--- src/hdl/converter_fault_supervisor_map.svh ---
// Overview of operation
// - Strap code picks the lockout threshold between 4.5 V and 10.8 V.
// - Software may write a lockout threshold of 2.85 V to 16 V; it overrides the strap.
// - Lockout fault response: keep running, delayed latch-off, or shutdown with retries.
// - Default lockout response: shut down at once, restart when the fault clears.
// - Overvoltage above target plus 15 percent drops power good.
// - Overvoltage response: shutdown with retries, or high side off with low side held on.
// - Default overvoltage response: shut down at once, restart when it clears.
// - With an external clock the low-side-hold overvoltage response is refused.
// - Output is sampled for pre-bias before the ramp starts, unless pre-bias handling is off.
// - Pre-bias below target: start from pre-bias, both drivers on, ramp up.
// - Ramp from pre-bias ends exactly one ramp time after the start delay.
// - Pre-bias above target: hold it, power good after ramp time, then ramp down.
// - Pre-bias above the overvoltage limit: no start, overvoltage fault raised.
// - Pre-bias handling is off in a current-sharing group with tracking on.
// - Overcurrent: endless retries, counted retries, delayed off, continue, or immediate.
// - Default overcurrent response: shut down at once, restart when it clears.
// - Die temperature above a limit, 125 C by default, is a thermal fault.
// - Thermal fault offers the same five responses as overcurrent.
// - Thermal retry waits the delay and restarts only 15 C below the limit.
// - Default thermal response: shut down at once, restart when it clears.
`ifndef CONVERTER_FAULT_SUPERVISOR_MAP_SVH
`define CONVERTER_FAULT_SUPERVISOR_MAP_SVH

// ****************************************************************
// Register offsets
// ****************************************************************
`define ADDR_CTRL        4'h0
`define ADDR_LOCK_THR    4'h1
`define ADDR_TARGET      4'h2
`define ADDR_OV_PCT      4'h3
`define ADDR_TEMP_LIM    4'h4
`define ADDR_RESP_BASE   4'h5
`define ADDR_RETRY_DLY   4'h9
`define ADDR_RAMP_TIME   4'ha
`define ADDR_START_DLY   4'hb
`define ADDR_STATUS      4'hc
`define ADDR_WORK        4'hd

// ****************************************************************
// Fields and limits (voltages in 10 mV steps)
// ****************************************************************
`define CTRL_RESTART_BIT 0
`define LOCK_MIN         12'h11d
`define LOCK_MAX         12'h640
`define OT_HYST          8'h0f
`define RST_LOCK_THR     12'h1c2
`define RST_TARGET       12'h078
`define RST_OV_PCT       8'h0f
`define RST_TEMP_LIM     8'h7d
`define RST_RETRY_LIM    4'h3

// ****************************************************************
// Timing
// ****************************************************************
`define CLK_MHZ          20
`define START_DLY_US     100
`define RAMP_US          100
`define RETRY_US         200
`define START_DLY_CYC    16'((`START_DLY_US) * (`CLK_MHZ))
`define RAMP_CYC         16'((`RAMP_US) * (`CLK_MHZ))
`define RETRY_CYC        16'((`RETRY_US) * (`CLK_MHZ))

`endif

--- src/hdl/converter_fault_supervisor_pkg.sv ---
package converter_fault_supervisor_pkg;

  typedef enum logic [2:0] {
    ST_OFF, ST_DELAY, ST_RAMP, ST_RUN, ST_WAIT, ST_LOW_HOLD, ST_LATCHED
  } state_t;

  // Raw response codes as written by software
  typedef enum logic [2:0] {
    RESP_IMMEDIATE, RESP_CONTINUE, RESP_DELAY_OFF, RESP_RETRY_N,
    RESP_RETRY_INF, RESP_LOW_HOLD, RESP_RSVD6, RESP_RSVD7
  } resp_mode_t;

  // Fault index; higher index wins when several trip together
  typedef enum logic [1:0] {
    F_UV, F_OC, F_OT, F_OV
  } fault_t;

  typedef struct packed {
    state_t                 state;
    logic                   strap_done;
    logic                   thr_override;
    logic [11:0]            lock_thr;
    logic [11:0]            target;
    logic [7:0]             ov_pct;
    logic [7:0]             temp_lim;
    resp_mode_t [3:0]       mode;
    logic [3:0][3:0]        retry_lim;
    logic [3:0][3:0]        retry_cnt;
    logic [15:0]            retry_dly;
    logic [15:0]            ramp_time;
    logic [15:0]            start_dly;
    logic [15:0]            cnt;
    logic [15:0]            grace;
    fault_t                 cause;
    logic [11:0]            ramp_from;
    logic [11:0]            ramp_to;
    logic [11:0]            work;
    logic                   down_pend;
    logic                   enable_d;
    logic                   pg;
    logic                   hi;
    logic                   lo;
    logic [15:0]            rdata;
  } st_t;

endpackage
--- src/hdl/converter_fault_supervisor.sv ---
// Added by the designer: the address-and-strobe port and the placing of the registers.
`include "converter_fault_supervisor_map.svh"

module converter_fault_supervisor (
  input  wire logic        i_clk_sys,
  input  wire logic        i_rst,
  input  wire logic        i_enable,
  input  wire logic [2:0]  i_strap_code,
  input  wire logic [11:0] i_vin,
  input  wire logic [11:0] i_output_sense_input,
  input  wire logic [7:0]  i_die_temp,
  input  wire logic        i_oc_fault,
  input  wire logic        i_ext_clk_mode,
  input  wire logic        i_share_group,
  input  wire logic        i_track_en,
  input  wire logic [3:0]  i_addr,
  input  wire logic [15:0] i_wdata,
  input  wire logic        i_wr,
  input  wire logic        i_rd,
  output logic      [15:0] o_rdata,
  output logic             o_high_drive_en,
  output logic             o_low_drive_en,
  output logic             o_power_good_output,
  output logic      [11:0] o_work_target,
  output logic             o_input_low_lockout
);
  import converter_fault_supervisor_pkg::*;

  st_t s_r;
  st_t s_nxt;

  // ****************************************************************
  // Helpers
  // ****************************************************************
  function automatic logic [11:0] strap_thr(input logic [2:0] code);
    unique case (code)
      3'h0:    strap_thr = 12'h1c2;
      3'h1:    strap_thr = 12'h1f4;
      3'h2:    strap_thr = 12'h258;
      3'h3:    strap_thr = 12'h2bc;
      3'h4:    strap_thr = 12'h320;
      3'h5:    strap_thr = 12'h384;
      3'h6:    strap_thr = 12'h3e8;
      default: strap_thr = 12'h438;
    endcase
  endfunction

  function automatic logic [11:0] clamp_thr(input logic [11:0] v);
    if (v < `LOCK_MIN)
      clamp_thr = `LOCK_MIN;
    else if (v > `LOCK_MAX)
      clamp_thr = `LOCK_MAX;
    else
      clamp_thr = v;
  endfunction

  function automatic logic [12:0] ov_limit(input logic [11:0] t, input logic [7:0] pct);
    logic [19:0] prod;
    prod = t * pct;
    ov_limit = {1'b0, t} + 13'(prod / 20'd100);
  endfunction

  // Illegal choices for a given fault fall back to the default shutdown
  function automatic resp_mode_t eff_mode(input fault_t f, input resp_mode_t m,
                                          input logic ext_clk);
    eff_mode = m;
    unique case (f)
      F_UV:
        if (!(m inside {RESP_CONTINUE, RESP_DELAY_OFF, RESP_RETRY_N}))
          eff_mode = RESP_IMMEDIATE;
      F_OV:
        if (!(m inside {RESP_RETRY_N, RESP_LOW_HOLD}) || (m == RESP_LOW_HOLD && ext_clk))
          eff_mode = RESP_IMMEDIATE;
      default:
        if (m inside {RESP_LOW_HOLD, RESP_RSVD6, RESP_RSVD7})
          eff_mode = RESP_IMMEDIATE;
    endcase
  endfunction

  // Linear point between two levels; length is fixed whatever the start
  function automatic logic [11:0] ramp_point(input logic [11:0] a, input logic [11:0] b,
                                             input logic [15:0] n, input logic [15:0] len);
    logic [27:0] step;
    step = 28'h0;
    if (len == 16'h0000)
      ramp_point = b;
    else if (b >= a)
    begin
      step = (b - a) * n;
      ramp_point = a + 12'(step / {12'h000, len});
    end
    else
    begin
      step = (a - b) * n;
      ramp_point = a - 12'(step / {12'h000, len});
    end
  endfunction

  // ****************************************************************
  // Fault conditions
  // ****************************************************************
  logic [3:0]  cond;
  logic [3:0]  clear_ok;
  logic [12:0] ov_lim;
  logic [7:0]  ot_release;
  logic        prebias_on;
  logic        restart_cmd;

  always_comb
  begin
    ov_lim           = ov_limit(s_r.target, s_r.ov_pct);
    ot_release       = (s_r.temp_lim > `OT_HYST) ? s_r.temp_lim - `OT_HYST : 8'h00;
    cond[F_UV]       = i_vin < s_r.lock_thr;
    cond[F_OV]       = {1'b0, i_output_sense_input} > ov_lim;
    cond[F_OC]       = i_oc_fault;
    cond[F_OT]       = i_die_temp > s_r.temp_lim;
    clear_ok         = ~cond;
    clear_ok[F_OT]   = i_die_temp < ot_release;
    prebias_on       = !(i_share_group && i_track_en);
    restart_cmd      = (i_wr && i_addr == `ADDR_CTRL && i_wdata[`CTRL_RESTART_BIT])
                       || (i_enable && !s_r.enable_d);
  end

  // ****************************************************************
  // Next state
  // ****************************************************************
  always_comb
  begin
    logic        trip;
    logic        any_delay;
    fault_t      tf;
    resp_mode_t  m;
    resp_mode_t  cm;
    s_nxt    = s_r;
    trip     = 1'b0;
    any_delay = 1'b0;
    tf       = F_UV;
    m        = RESP_IMMEDIATE;
    cm       = eff_mode(s_r.cause, s_r.mode[s_r.cause], i_ext_clk_mode);
    s_nxt.enable_d = i_enable;
    s_nxt.rdata    = 16'h0000;

    // Strap caught once after reset release unless software already wrote one
    if (!s_r.strap_done)
    begin
      s_nxt.strap_done = 1'b1;
      if (!s_r.thr_override)
        s_nxt.lock_thr = strap_thr(i_strap_code);
    end

    // Register writes
    if (i_wr)
    begin
      unique case (i_addr)
        `ADDR_LOCK_THR:
        begin
          s_nxt.lock_thr     = clamp_thr(i_wdata[11:0]);
          s_nxt.thr_override = 1'b1;
        end
        `ADDR_TARGET:    s_nxt.target    = i_wdata[11:0];
        `ADDR_OV_PCT:    s_nxt.ov_pct    = i_wdata[7:0];
        `ADDR_TEMP_LIM:  s_nxt.temp_lim  = i_wdata[7:0];
        `ADDR_RETRY_DLY: s_nxt.retry_dly = i_wdata;
        `ADDR_RAMP_TIME: s_nxt.ramp_time = i_wdata;
        `ADDR_START_DLY: s_nxt.start_dly = i_wdata;
        default:
          if (i_addr >= `ADDR_RESP_BASE && i_addr < `ADDR_RETRY_DLY)
          begin
            s_nxt.mode[2'(i_addr - `ADDR_RESP_BASE)]      = resp_mode_t'(i_wdata[2:0]);
            s_nxt.retry_lim[2'(i_addr - `ADDR_RESP_BASE)] = i_wdata[7:4];
          end
      endcase
    end

    // Register reads, data valid in the next cycle only
    if (i_rd)
    begin
      unique case (i_addr)
        `ADDR_LOCK_THR:  s_nxt.rdata = {4'h0, s_r.lock_thr};
        `ADDR_TARGET:    s_nxt.rdata = {4'h0, s_r.target};
        `ADDR_OV_PCT:    s_nxt.rdata = {8'h00, s_r.ov_pct};
        `ADDR_TEMP_LIM:  s_nxt.rdata = {8'h00, s_r.temp_lim};
        `ADDR_RETRY_DLY: s_nxt.rdata = s_r.retry_dly;
        `ADDR_RAMP_TIME: s_nxt.rdata = s_r.ramp_time;
        `ADDR_START_DLY: s_nxt.rdata = s_r.start_dly;
        `ADDR_STATUS:    s_nxt.rdata = {5'h00, s_r.state, s_r.state == ST_LATCHED,
                                        s_r.pg, s_r.cause, cond};
        `ADDR_WORK:      s_nxt.rdata = {4'h0, s_r.work};
        default:
          if (i_addr >= `ADDR_RESP_BASE && i_addr < `ADDR_RETRY_DLY)
            s_nxt.rdata = {8'h00, s_r.retry_lim[2'(i_addr - `ADDR_RESP_BASE)], 1'b0,
                           s_r.mode[2'(i_addr - `ADDR_RESP_BASE)]};
      endcase
    end

    // Fault trip evaluation in every state, whether or not the drivers are on
    for (int i = 0; i < 4; i++)
    begin
      m = eff_mode(fault_t'(i), s_r.mode[i], i_ext_clk_mode);
      if (cond[i] && m == RESP_DELAY_OFF)
        any_delay = 1'b1;
      if (cond[i] && m != RESP_CONTINUE
          && (m != RESP_DELAY_OFF || s_r.grace >= s_r.retry_dly))
      begin
        trip = 1'b1;
        tf   = fault_t'(i);
      end
    end
    s_nxt.grace = (any_delay && s_r.grace != 16'hffff) ? s_r.grace + 16'h0001 : 16'h0000;

    if (restart_cmd)
      s_nxt.retry_cnt = '0;

    // ****************************************************************
    // Sequencer
    // ****************************************************************
    unique case (s_r.state)
      ST_OFF:
        if (i_enable && s_r.strap_done && !(cond[F_UV] && s_r.mode[F_UV] != RESP_CONTINUE))
        begin
          s_nxt.state = ST_DELAY;
          s_nxt.cnt   = 16'h0000;
        end
      ST_DELAY:
        if (s_r.cnt >= s_r.start_dly)
        begin
          s_nxt.cnt       = 16'h0000;
          s_nxt.down_pend = 1'b0;
          s_nxt.ramp_to   = s_r.target;
          s_nxt.ramp_from = 12'h000;
          if (prebias_on && {1'b0, i_output_sense_input} > ov_lim)
          begin
            s_nxt.state = ST_OFF;   // Overwritten by the trip path below
            trip        = 1'b1;
            tf          = F_OV;
          end
          else
          begin
            s_nxt.state = ST_RAMP;
            s_nxt.hi    = 1'b1;
            s_nxt.lo    = 1'b1;
            if (prebias_on)
            begin
              s_nxt.ramp_from = i_output_sense_input;
              if (i_output_sense_input > s_r.target)
              begin
                s_nxt.ramp_to   = i_output_sense_input;
                s_nxt.down_pend = 1'b1;
              end
            end
            s_nxt.work = s_nxt.ramp_from;
          end
        end
        else
          s_nxt.cnt = s_r.cnt + 16'h0001;
      ST_RAMP:
      begin
        s_nxt.work = ramp_point(s_r.ramp_from, s_r.ramp_to, s_r.cnt, s_r.ramp_time);
        if (s_r.cnt >= s_r.ramp_time)
        begin
          s_nxt.cnt = 16'h0000;
          s_nxt.pg  = 1'b1;
          if (s_r.down_pend)
          begin
            s_nxt.down_pend = 1'b0;
            s_nxt.ramp_from = s_r.ramp_to;
            s_nxt.ramp_to   = s_r.target;
          end
          else
            s_nxt.state = ST_RUN;
        end
        else
          s_nxt.cnt = s_r.cnt + 16'h0001;
      end
      ST_RUN:
      begin
        s_nxt.work = s_r.target;
        s_nxt.pg   = 1'b1;
      end
      ST_WAIT, ST_LOW_HOLD:
        if (cm == RESP_IMMEDIATE)
        begin
          if (clear_ok[s_r.cause])
          begin
            s_nxt.state = ST_OFF;
            s_nxt.lo    = 1'b0;
          end
        end
        else if (s_r.cnt >= s_r.retry_dly)
        begin
          s_nxt.cnt = 16'h0000;
          if (clear_ok[s_r.cause])
          begin
            s_nxt.state = ST_OFF;
            s_nxt.lo    = 1'b0;   // Low side released at the restart, or earlier on disable
            s_nxt.retry_cnt[s_r.cause] = s_r.retry_cnt[s_r.cause] + 4'h1;
          end
        end
        else
          s_nxt.cnt = s_r.cnt + 16'h0001;
      ST_LATCHED:
        if (restart_cmd)
          s_nxt.state = ST_OFF;
      default:
        s_nxt.state = ST_OFF;
    endcase

    // Trip takes effect from delay, ramp and run
    if (trip && s_r.state inside {ST_DELAY, ST_RAMP, ST_RUN})
    begin
      m           = eff_mode(tf, s_r.mode[tf], i_ext_clk_mode);
      s_nxt.cause = tf;
      s_nxt.cnt   = 16'h0000;
      s_nxt.pg    = 1'b0;
      s_nxt.hi    = 1'b0;
      s_nxt.lo    = 1'b0;
      s_nxt.work  = 12'h000;
      if (m == RESP_DELAY_OFF)
        s_nxt.state = ST_LATCHED;
      else if (m == RESP_RETRY_N && s_r.retry_cnt[tf] >= s_r.retry_lim[tf])
        s_nxt.state = ST_LATCHED;
      else if (m == RESP_LOW_HOLD)
      begin
        s_nxt.state = ST_LOW_HOLD;
        s_nxt.lo    = 1'b1;
      end
      else
        s_nxt.state = ST_WAIT;
    end

    // Overvoltage always drops power good
    if (cond[F_OV])
      s_nxt.pg = 1'b0;

    // Disable overrides everything but a latched fault
    if (!i_enable && s_r.state != ST_LATCHED)
    begin
      s_nxt.state     = ST_OFF;
      s_nxt.hi        = 1'b0;
      s_nxt.lo        = 1'b0;
      s_nxt.pg        = 1'b0;
      s_nxt.work      = 12'h000;
      s_nxt.down_pend = 1'b0;
    end
  end

  // ****************************************************************
  // State register
  // ****************************************************************
  always_ff @(posedge i_clk_sys or posedge i_rst)
  begin
    if (i_rst)
    begin
      s_r              <= '0;
      s_r.state        <= ST_OFF;
      s_r.lock_thr     <= `RST_LOCK_THR;
      s_r.target       <= `RST_TARGET;
      s_r.ov_pct       <= `RST_OV_PCT;
      s_r.temp_lim     <= `RST_TEMP_LIM;
      s_r.mode         <= '{4{RESP_IMMEDIATE}};
      s_r.retry_lim    <= {4{`RST_RETRY_LIM}};
      s_r.retry_dly    <= `RETRY_CYC;
      s_r.ramp_time    <= `RAMP_CYC;
      s_r.start_dly    <= `START_DLY_CYC;
    end
    else
      s_r <= s_nxt;
  end

  always_ff @(posedge i_clk_sys or posedge i_rst)
  begin
    if (i_rst)
      o_input_low_lockout <= 1'b0;
    else
      o_input_low_lockout <= cond[F_UV];
  end

  assign o_rdata             = s_r.rdata;
  assign o_high_drive_en     = s_r.hi;
  assign o_low_drive_en      = s_r.lo;
  assign o_power_good_output = s_r.pg;
  assign o_work_target       = s_r.work;

endmodule

--- config.mk ---
export PLATFORM = sky130hd
export DESIGN_NAME = converter_fault_supervisor
export DESIGN_NICKNAME = d
export VERILOG_FILES = /design/src/hdl/converter_fault_supervisor_pkg.sv /design/src/hdl/converter_fault_supervisor.sv
export VERILOG_INCLUDE_DIRS = /design/src /design/src/hdl
export SDC_FILE = /design/constraint.sdc
export NUM_CORES = 2
export LEC_CHECK = 0
export BUFFER_PORTS_ARGS = -buffer_cell sky130_fd_sc_hd__buf_2
export CAP_MARGIN = 20
export CELL_PAD_IN_SITES_DETAIL_PLACEMENT = 0
export CELL_PAD_IN_SITES_GLOBAL_PLACEMENT = 2
export CORE_UTILIZATION = 41
export CTS_CLUSTER_SIZE = 14
export DETAILED_ROUTE_END_ITERATION = 12
export PLACE_DENSITY_LB_ADDON = 0.25
export SETUP_SLACK_MARGIN = 0.1
export SLEW_MARGIN = 20
export SYNTH_ARGS = -nofsm -noshare
export SYNTH_HDL_FRONTEND = slang
export SYNTH_SLANG_ARGS = --single-unit
export TNS_END_PERCENT = 5
--- constraint.sdc ---
create_clock -name i_clk_sys -period 107.6 [get_ports i_clk_sys]
set_input_delay 21.52 -clock i_clk_sys [delete_from_list [all_inputs] [get_ports i_clk_sys]]
set_output_delay 21.52 -clock i_clk_sys [all_outputs]
set_load 0.01 [all_outputs]
# Word-level counts from Yosys, hierarchy flattened
# Cells that the tools add are included.
# W data, S select, Z words.
# word_totals
register_bits	229
in_bits	64
output_inout_bits	32
wordCells	374
# op_classes
add_sub_neg	10
n_mul	3
n_div	3
order_cmp	21
eq_ne	81
muxes	130
bitwise	2
n_reduce_logical	89
# op_table
cell	n
$mux W16	13
$pmux W16 S9	1
$mux W12	10
$mux W3	27
$pmux W11 S7	1
$mux W37	2
$mux W24	3
$mux W68	1
$ge A16 B16 Y1	4
$pmux W16 S4	1
$eq A3 B3 Y1 const B	20
$div A28 B16 Y28	2
$mul A13 B17 Y28	2
$mux W28	2
$eq A3 B2 Y1 const B	17
$pmux W24 S2	1
$pmux W12 S3	1
$reduce_bool A3 Y1	11
$add A16 B1 Y16 const B	2
$bmux W4 S2	4
$bwmux W16	2
$mux W8	4
$logic_and A1 B1 Y1	30
$mux W1	26
other kinds (66)	152

# Logic depth before layout (Yosys ltp)
# logic_depth
depth_word	28
mapped_depth	460
mapped_depth_nobuf	431

# Least setup slack after synthesis
# No wires, ideal clock.
# synth_timing
path_kind	register -> register
from	reg s_r[34] (netlist bit)
to	reg s_r (netlist bit o_work_target[11])
t_arrival_ps	85628
path_slack_ps	21890
path_stages_with_launch	446
path_cell_list	dfrtp_1 -> inv_1 -> ha_1 -> a21oi_1 -> o21bai_1 -> a21oi_1 -> o21bai_1 -> a21o_1 -> a21o_1 -> a21oi_1 -> o21bai_1 -> a21o_1 -> a21oi_1 -> xnor2_1 -> clkbuf_1 -> nand2_1 -> fa_1 -> fa_1 -> (+410 left out) -> ha_1 -> nor2_1 -> nor2_1 -> ha_1 -> a21o_1 -> a21oi_1 -> o21ai_0 -> a21oi_1 -> o21ai_0 -> a21oi_1 -> o21bai_1 -> a21oi_1 -> o21bai_1 -> a21oi_1 -> xnor2_1 -> xnor2_1 -> a2111o_1 -> o22ai_1
# synth_between
elab_chain_cells	9
# synth_rtl
element	line	rtl
from (decl)	converter_fault_supervisor.sv:29	st_t s_r;
from (signal assigned)	converter_fault_supervisor.sv:367	s_r <= s_nxt;
$sub A12 B12 Y13 (on tied branches)	converter_fault_supervisor.sv:94, converter_fault_supervisor.sv:89	
$mul A13 B17 Y28 (on tied branches)	converter_fault_supervisor.sv:94, converter_fault_supervisor.sv:89	
$div A28 B16 Y28 (on tied branches)	converter_fault_supervisor.sv:95, converter_fault_supervisor.sv:90	
$sub A12 B12 Y12 or $add A12 B12 Y12 (tied branches)	converter_fault_supervisor.sv:95, converter_fault_supervisor.sv:90	
$mux W12 *	converter_fault_supervisor.sv:87	else if (b >= a)
$mux W12 *	converter_fault_supervisor.sv:85	if (len == 16'h0000)
$pmux W12 S3 *	converter_fault_supervisor.sv:217	unique case (s_r.state)
$mux W12 *	converter_fault_supervisor.sv:309	if (trip && s_r.state inside {ST_DELAY, ST_RAMP, ST_RUN})
$mux W13 *	converter_fault_supervisor.sv:336	if (!i_enable && s_r.state != ST_LATCHED)
# Mark *: on every way between the ends. The rest lies on a longest branch, timed or not.
# A chain may end at the register's enable or synchronous reset.

# Final worst setup path
# Same ends and word-level chain as after synthesis.

==> out/qor_table.md <==
| Item | Value | Unit |
|:---|:---|:---|
| Final routed wirelength across all metal layers | 248,000 | µm |
| Setup violations, final | 0 | - |
| Crit path largest cell delay | 1.12 | ns |
| Die H | 413.0 | µm |
| Cell depth of the worst min-delay path | 1 | - |
| Post-route setup slack | 7.704 | ns |
| Final hold violations | 0 | - |
| Net Count, Synth | 10,381 | - |
| Slowest CP cell | a2111oi_0 | - |
| Synthesis-to-finish area growth | 5.338 | % |
| CTS sink cnt | 229 | - |
| R2R cell count | 409 | - |
| Number of H-tree levels | 1 | - |
| Share of synthesized flip-flops with an asynchronous set or reset | 100.0 | % |
| RR Endpoint | o_work_target[11] | - |
| Main synth FF type | dfrtp_1 | - |
| Status | complete, no violations | - |
| Number of cells upsized or downsized after cts | 0 | - |
| FF+latch count, synth | 229 | - |
| Layout filler cell count | 17,169 | - |
| Clock Pin Slew Worst Setup and Hold Paths | 0.06 | ns |
| Final GP Congestion | 0.9648 | - |
| Most frequent cell on the critical path | o21a_1 | - |
| Worst R2R Setup Slack | 7.70 | ns |
| Root buffer cell | clkbuf_16 | - |
| Boundary pin count | 96 | - |
| Number of instances in the synthesized netlist | 8,881 | - |
| Worst Setup Start Kind | flop | - |
| Worst-case setup slack after placement | 8.735 | ns |
| Commonest non-fill, non-tap cells in the layout | ha_1 (1,064), nand2_1 (942), inv_1 (644) | - |
| Per-cell routed wire length | 22.53 | µm |
| Worst Setup Path Type | reg -> reg | - |
| Buffers on Ports | 95 | - |
| Cell Rows | 150 | - |
| Required time of the critical path | 108.01 | ns |
| Initial DRC count | 4,704 | - |
| Overflow left after global routing | 0 | - |
| Slew Limit Fails | 0 | - |
| Sequential-to-total area share from yosys stat | 8.353 | % |
| Inserted Clock Buffers | 25 | - |
| Per-cell via count in the routed design | 6.015 | - |
| Worst reg2reg path startpoint | s_r[34] | - |
| Relative max-transition margin | 10.79 | % |
| CP endpoint kind | flop | - |
| Commonest non-fill, non-tap cell in the layout | ha_1 | - |
| Tcrit/Tclk final | 92.84 | % |
| Pin count of the biggest net entering global routing | 100 | - |
| Detailed-router iteration count before antenna repair | 6 | - |
| Initial antenna violation count | 10 | - |
| Tot GR Track Use | 28.36 | % |
| Area of the core region | 167,400 | µm² |
| Min-Delay Path Class | reg -> reg | - |
| CTS tree | done | - |
| Number of unique standard cell types used by synthesis | 125 | - |
| Synth warnings | 0 | - |
| Starting density of the core | 41.37 | % |
| Cts hold-fix bufs | 0 | - |
| Share of layout cells above drive strength 1 | 8.704 | % |
| Crit path time final | 99.90 | ns |
| Final Net Count | 10,284 | - |
| Later-pin clock latency in the skew report | 0.56 | ns |
| Antenna viol nets, final | 0 | - |
| Fin util | 43.58 | % |
| Upper clock frequency limit | 10.01 | MHz |
| Clk buf depth | 3 | - |
| Mean cell area of the mapped netlist | 7.799 | µm² |
| Area of the die | 170,600 | µm² |
| Post-route clock skew | 0.03087 | ns |
| Unrepaired setup endpoints after global routing | false | - |
| Peak fanout along the critical path | 34 | - |
| Global-route wire length before repair | 379,700 | µm |
| Transition at the pin with the smallest max-transition slack | 1.304 | ns |
| Total standard cell area after synthesis | 69,260 | µm² |
| Worst Hold End | s_r[223] | - |
| DRC | 0 | - |
| Worst Hold Launch | s_r[223] | - |
| Count of vias placed by the detailed router | 66,216 | - |
| Post-detail-place hpwl | 201,400 | µm |
| Number of synthesized flops with an enable pin | 0 | - |
| Die X | 413.0 | µm |
| Setup Total Neg Slack | 0 | ns |
| Setup bufs post-CTS | 0 | - |
| Max Cap Violations | 0 | - |
| Worst EP arrival | 100.31 | ns |
| Number of global-route vias before repair | 64,051 | - |
-- worst max-delay path: cells and delay by family, from the launching register on --
kind / cells / cell delay, ns
AOI/OAI and AO/OA: 274 / 64.62
xor gates and xnor gates: 3 / 0.56
adders and majority gates: 37 / 12.76
buffers and inverters: 21 / 3.62
DFF: 1 / 0.53
muxes: 4 / 1.41
and+or+nand+nor: 70 / 15.91
-- synthesized netlist by cell type, types with 71 or more instances --
cell,number,area [µm²]
dfrtp_1,185,4629
a21oi_1,484,2422
a21o_1,213,1599
and2_1,212,1326
nand4_1,75,469.2
clkbuf_1,267,1002
nand3_1,139,695.7
o31ai_1,214,1607
inv_1,661,2481
nor3_1,426,2132
fa_1,372,7447
o21a_1,407,3055
or3_1,79,494.2
xor2_1,134,1174
mux2i_1,98,980.9
ha_1,1064,13310
a211oi_1,71,533.0
o21ai_0,418,2092
nor2b_1,99,619.3
xnor2_1,247,2163
mux2_2,239,2691
nand2b_1,135,844.6
a31oi_1,79,494.2
nand2_1,942,3536
nor2_1,621,2331
-- kinds of logic after synthesis --
group                      after synthesis  share of synthesized area (%)
AOI/OAI and AO/OA                     2456                          24.22
adders and majority gates             1441                          30.04
DFF                                    229                          8.353
and+or+nand+nor                       3006                          20.94
xor gates and xnor gates               382                          4.841
other                                    1                       0.005414
muxes                                  352                          5.777
buffers and inverters                 1014                          5.820
-- cell type report --
cell class	instances	area (µm²)	area share, %
Timing Repair Buffer	226	1486	2.037
Multi-Input combinational cell	7638	59570	81.64
Tap cell	2204	2758	3.780
Clock inverter	15	183.9	0.2521
Sequential cell	229	5787	7.931
Antenna cell	4	10.01	0.01372
Inverter	664	2500	3.426
Clock buffer	29	670.6	0.9192
-- metrics by stage --
stage,cell area [µm²],std cells,hold slack [ns]
2_1_floorplan,69260,8881,0.4261
3_3_place_gp,72040,10959,0.4431
5_1_grt,72950,11005,0.4832
3_5_place_dp,72040,10959,0.4530
4_1_cts,72900,11003,0.4672
6_report,72960,11009,0.4716
-- worst max-delay path by stage --
stage	start	slack [ns]	endpoint
after global placement	s_r[34]	9.15	o_work_target[11]
after global routing	s_r[34]	0.53	o_work_target[11]
after CTS	s_r[34]	8.37	o_work_target[11]
final	s_r[34]	7.70	o_work_target[11]
after floorplan	s_r[34]	21.89	o_work_target[11]
after detailed placement	s_r[34]	8.73	o_work_target[11]
-- per-layer routing --
layer,wire (µm),GRT usage (%),share of wire [%]
met4,5549,5.713,2.2
met5,12,0,0.0048
met3,13340,2.466,5.4
met2,117900,49.28,48
met1,111200,38.03,45
Power is left out: the tool's default activity adds up to more than one toggle a clock period on the data nets, which glitch-free logic cannot reach.
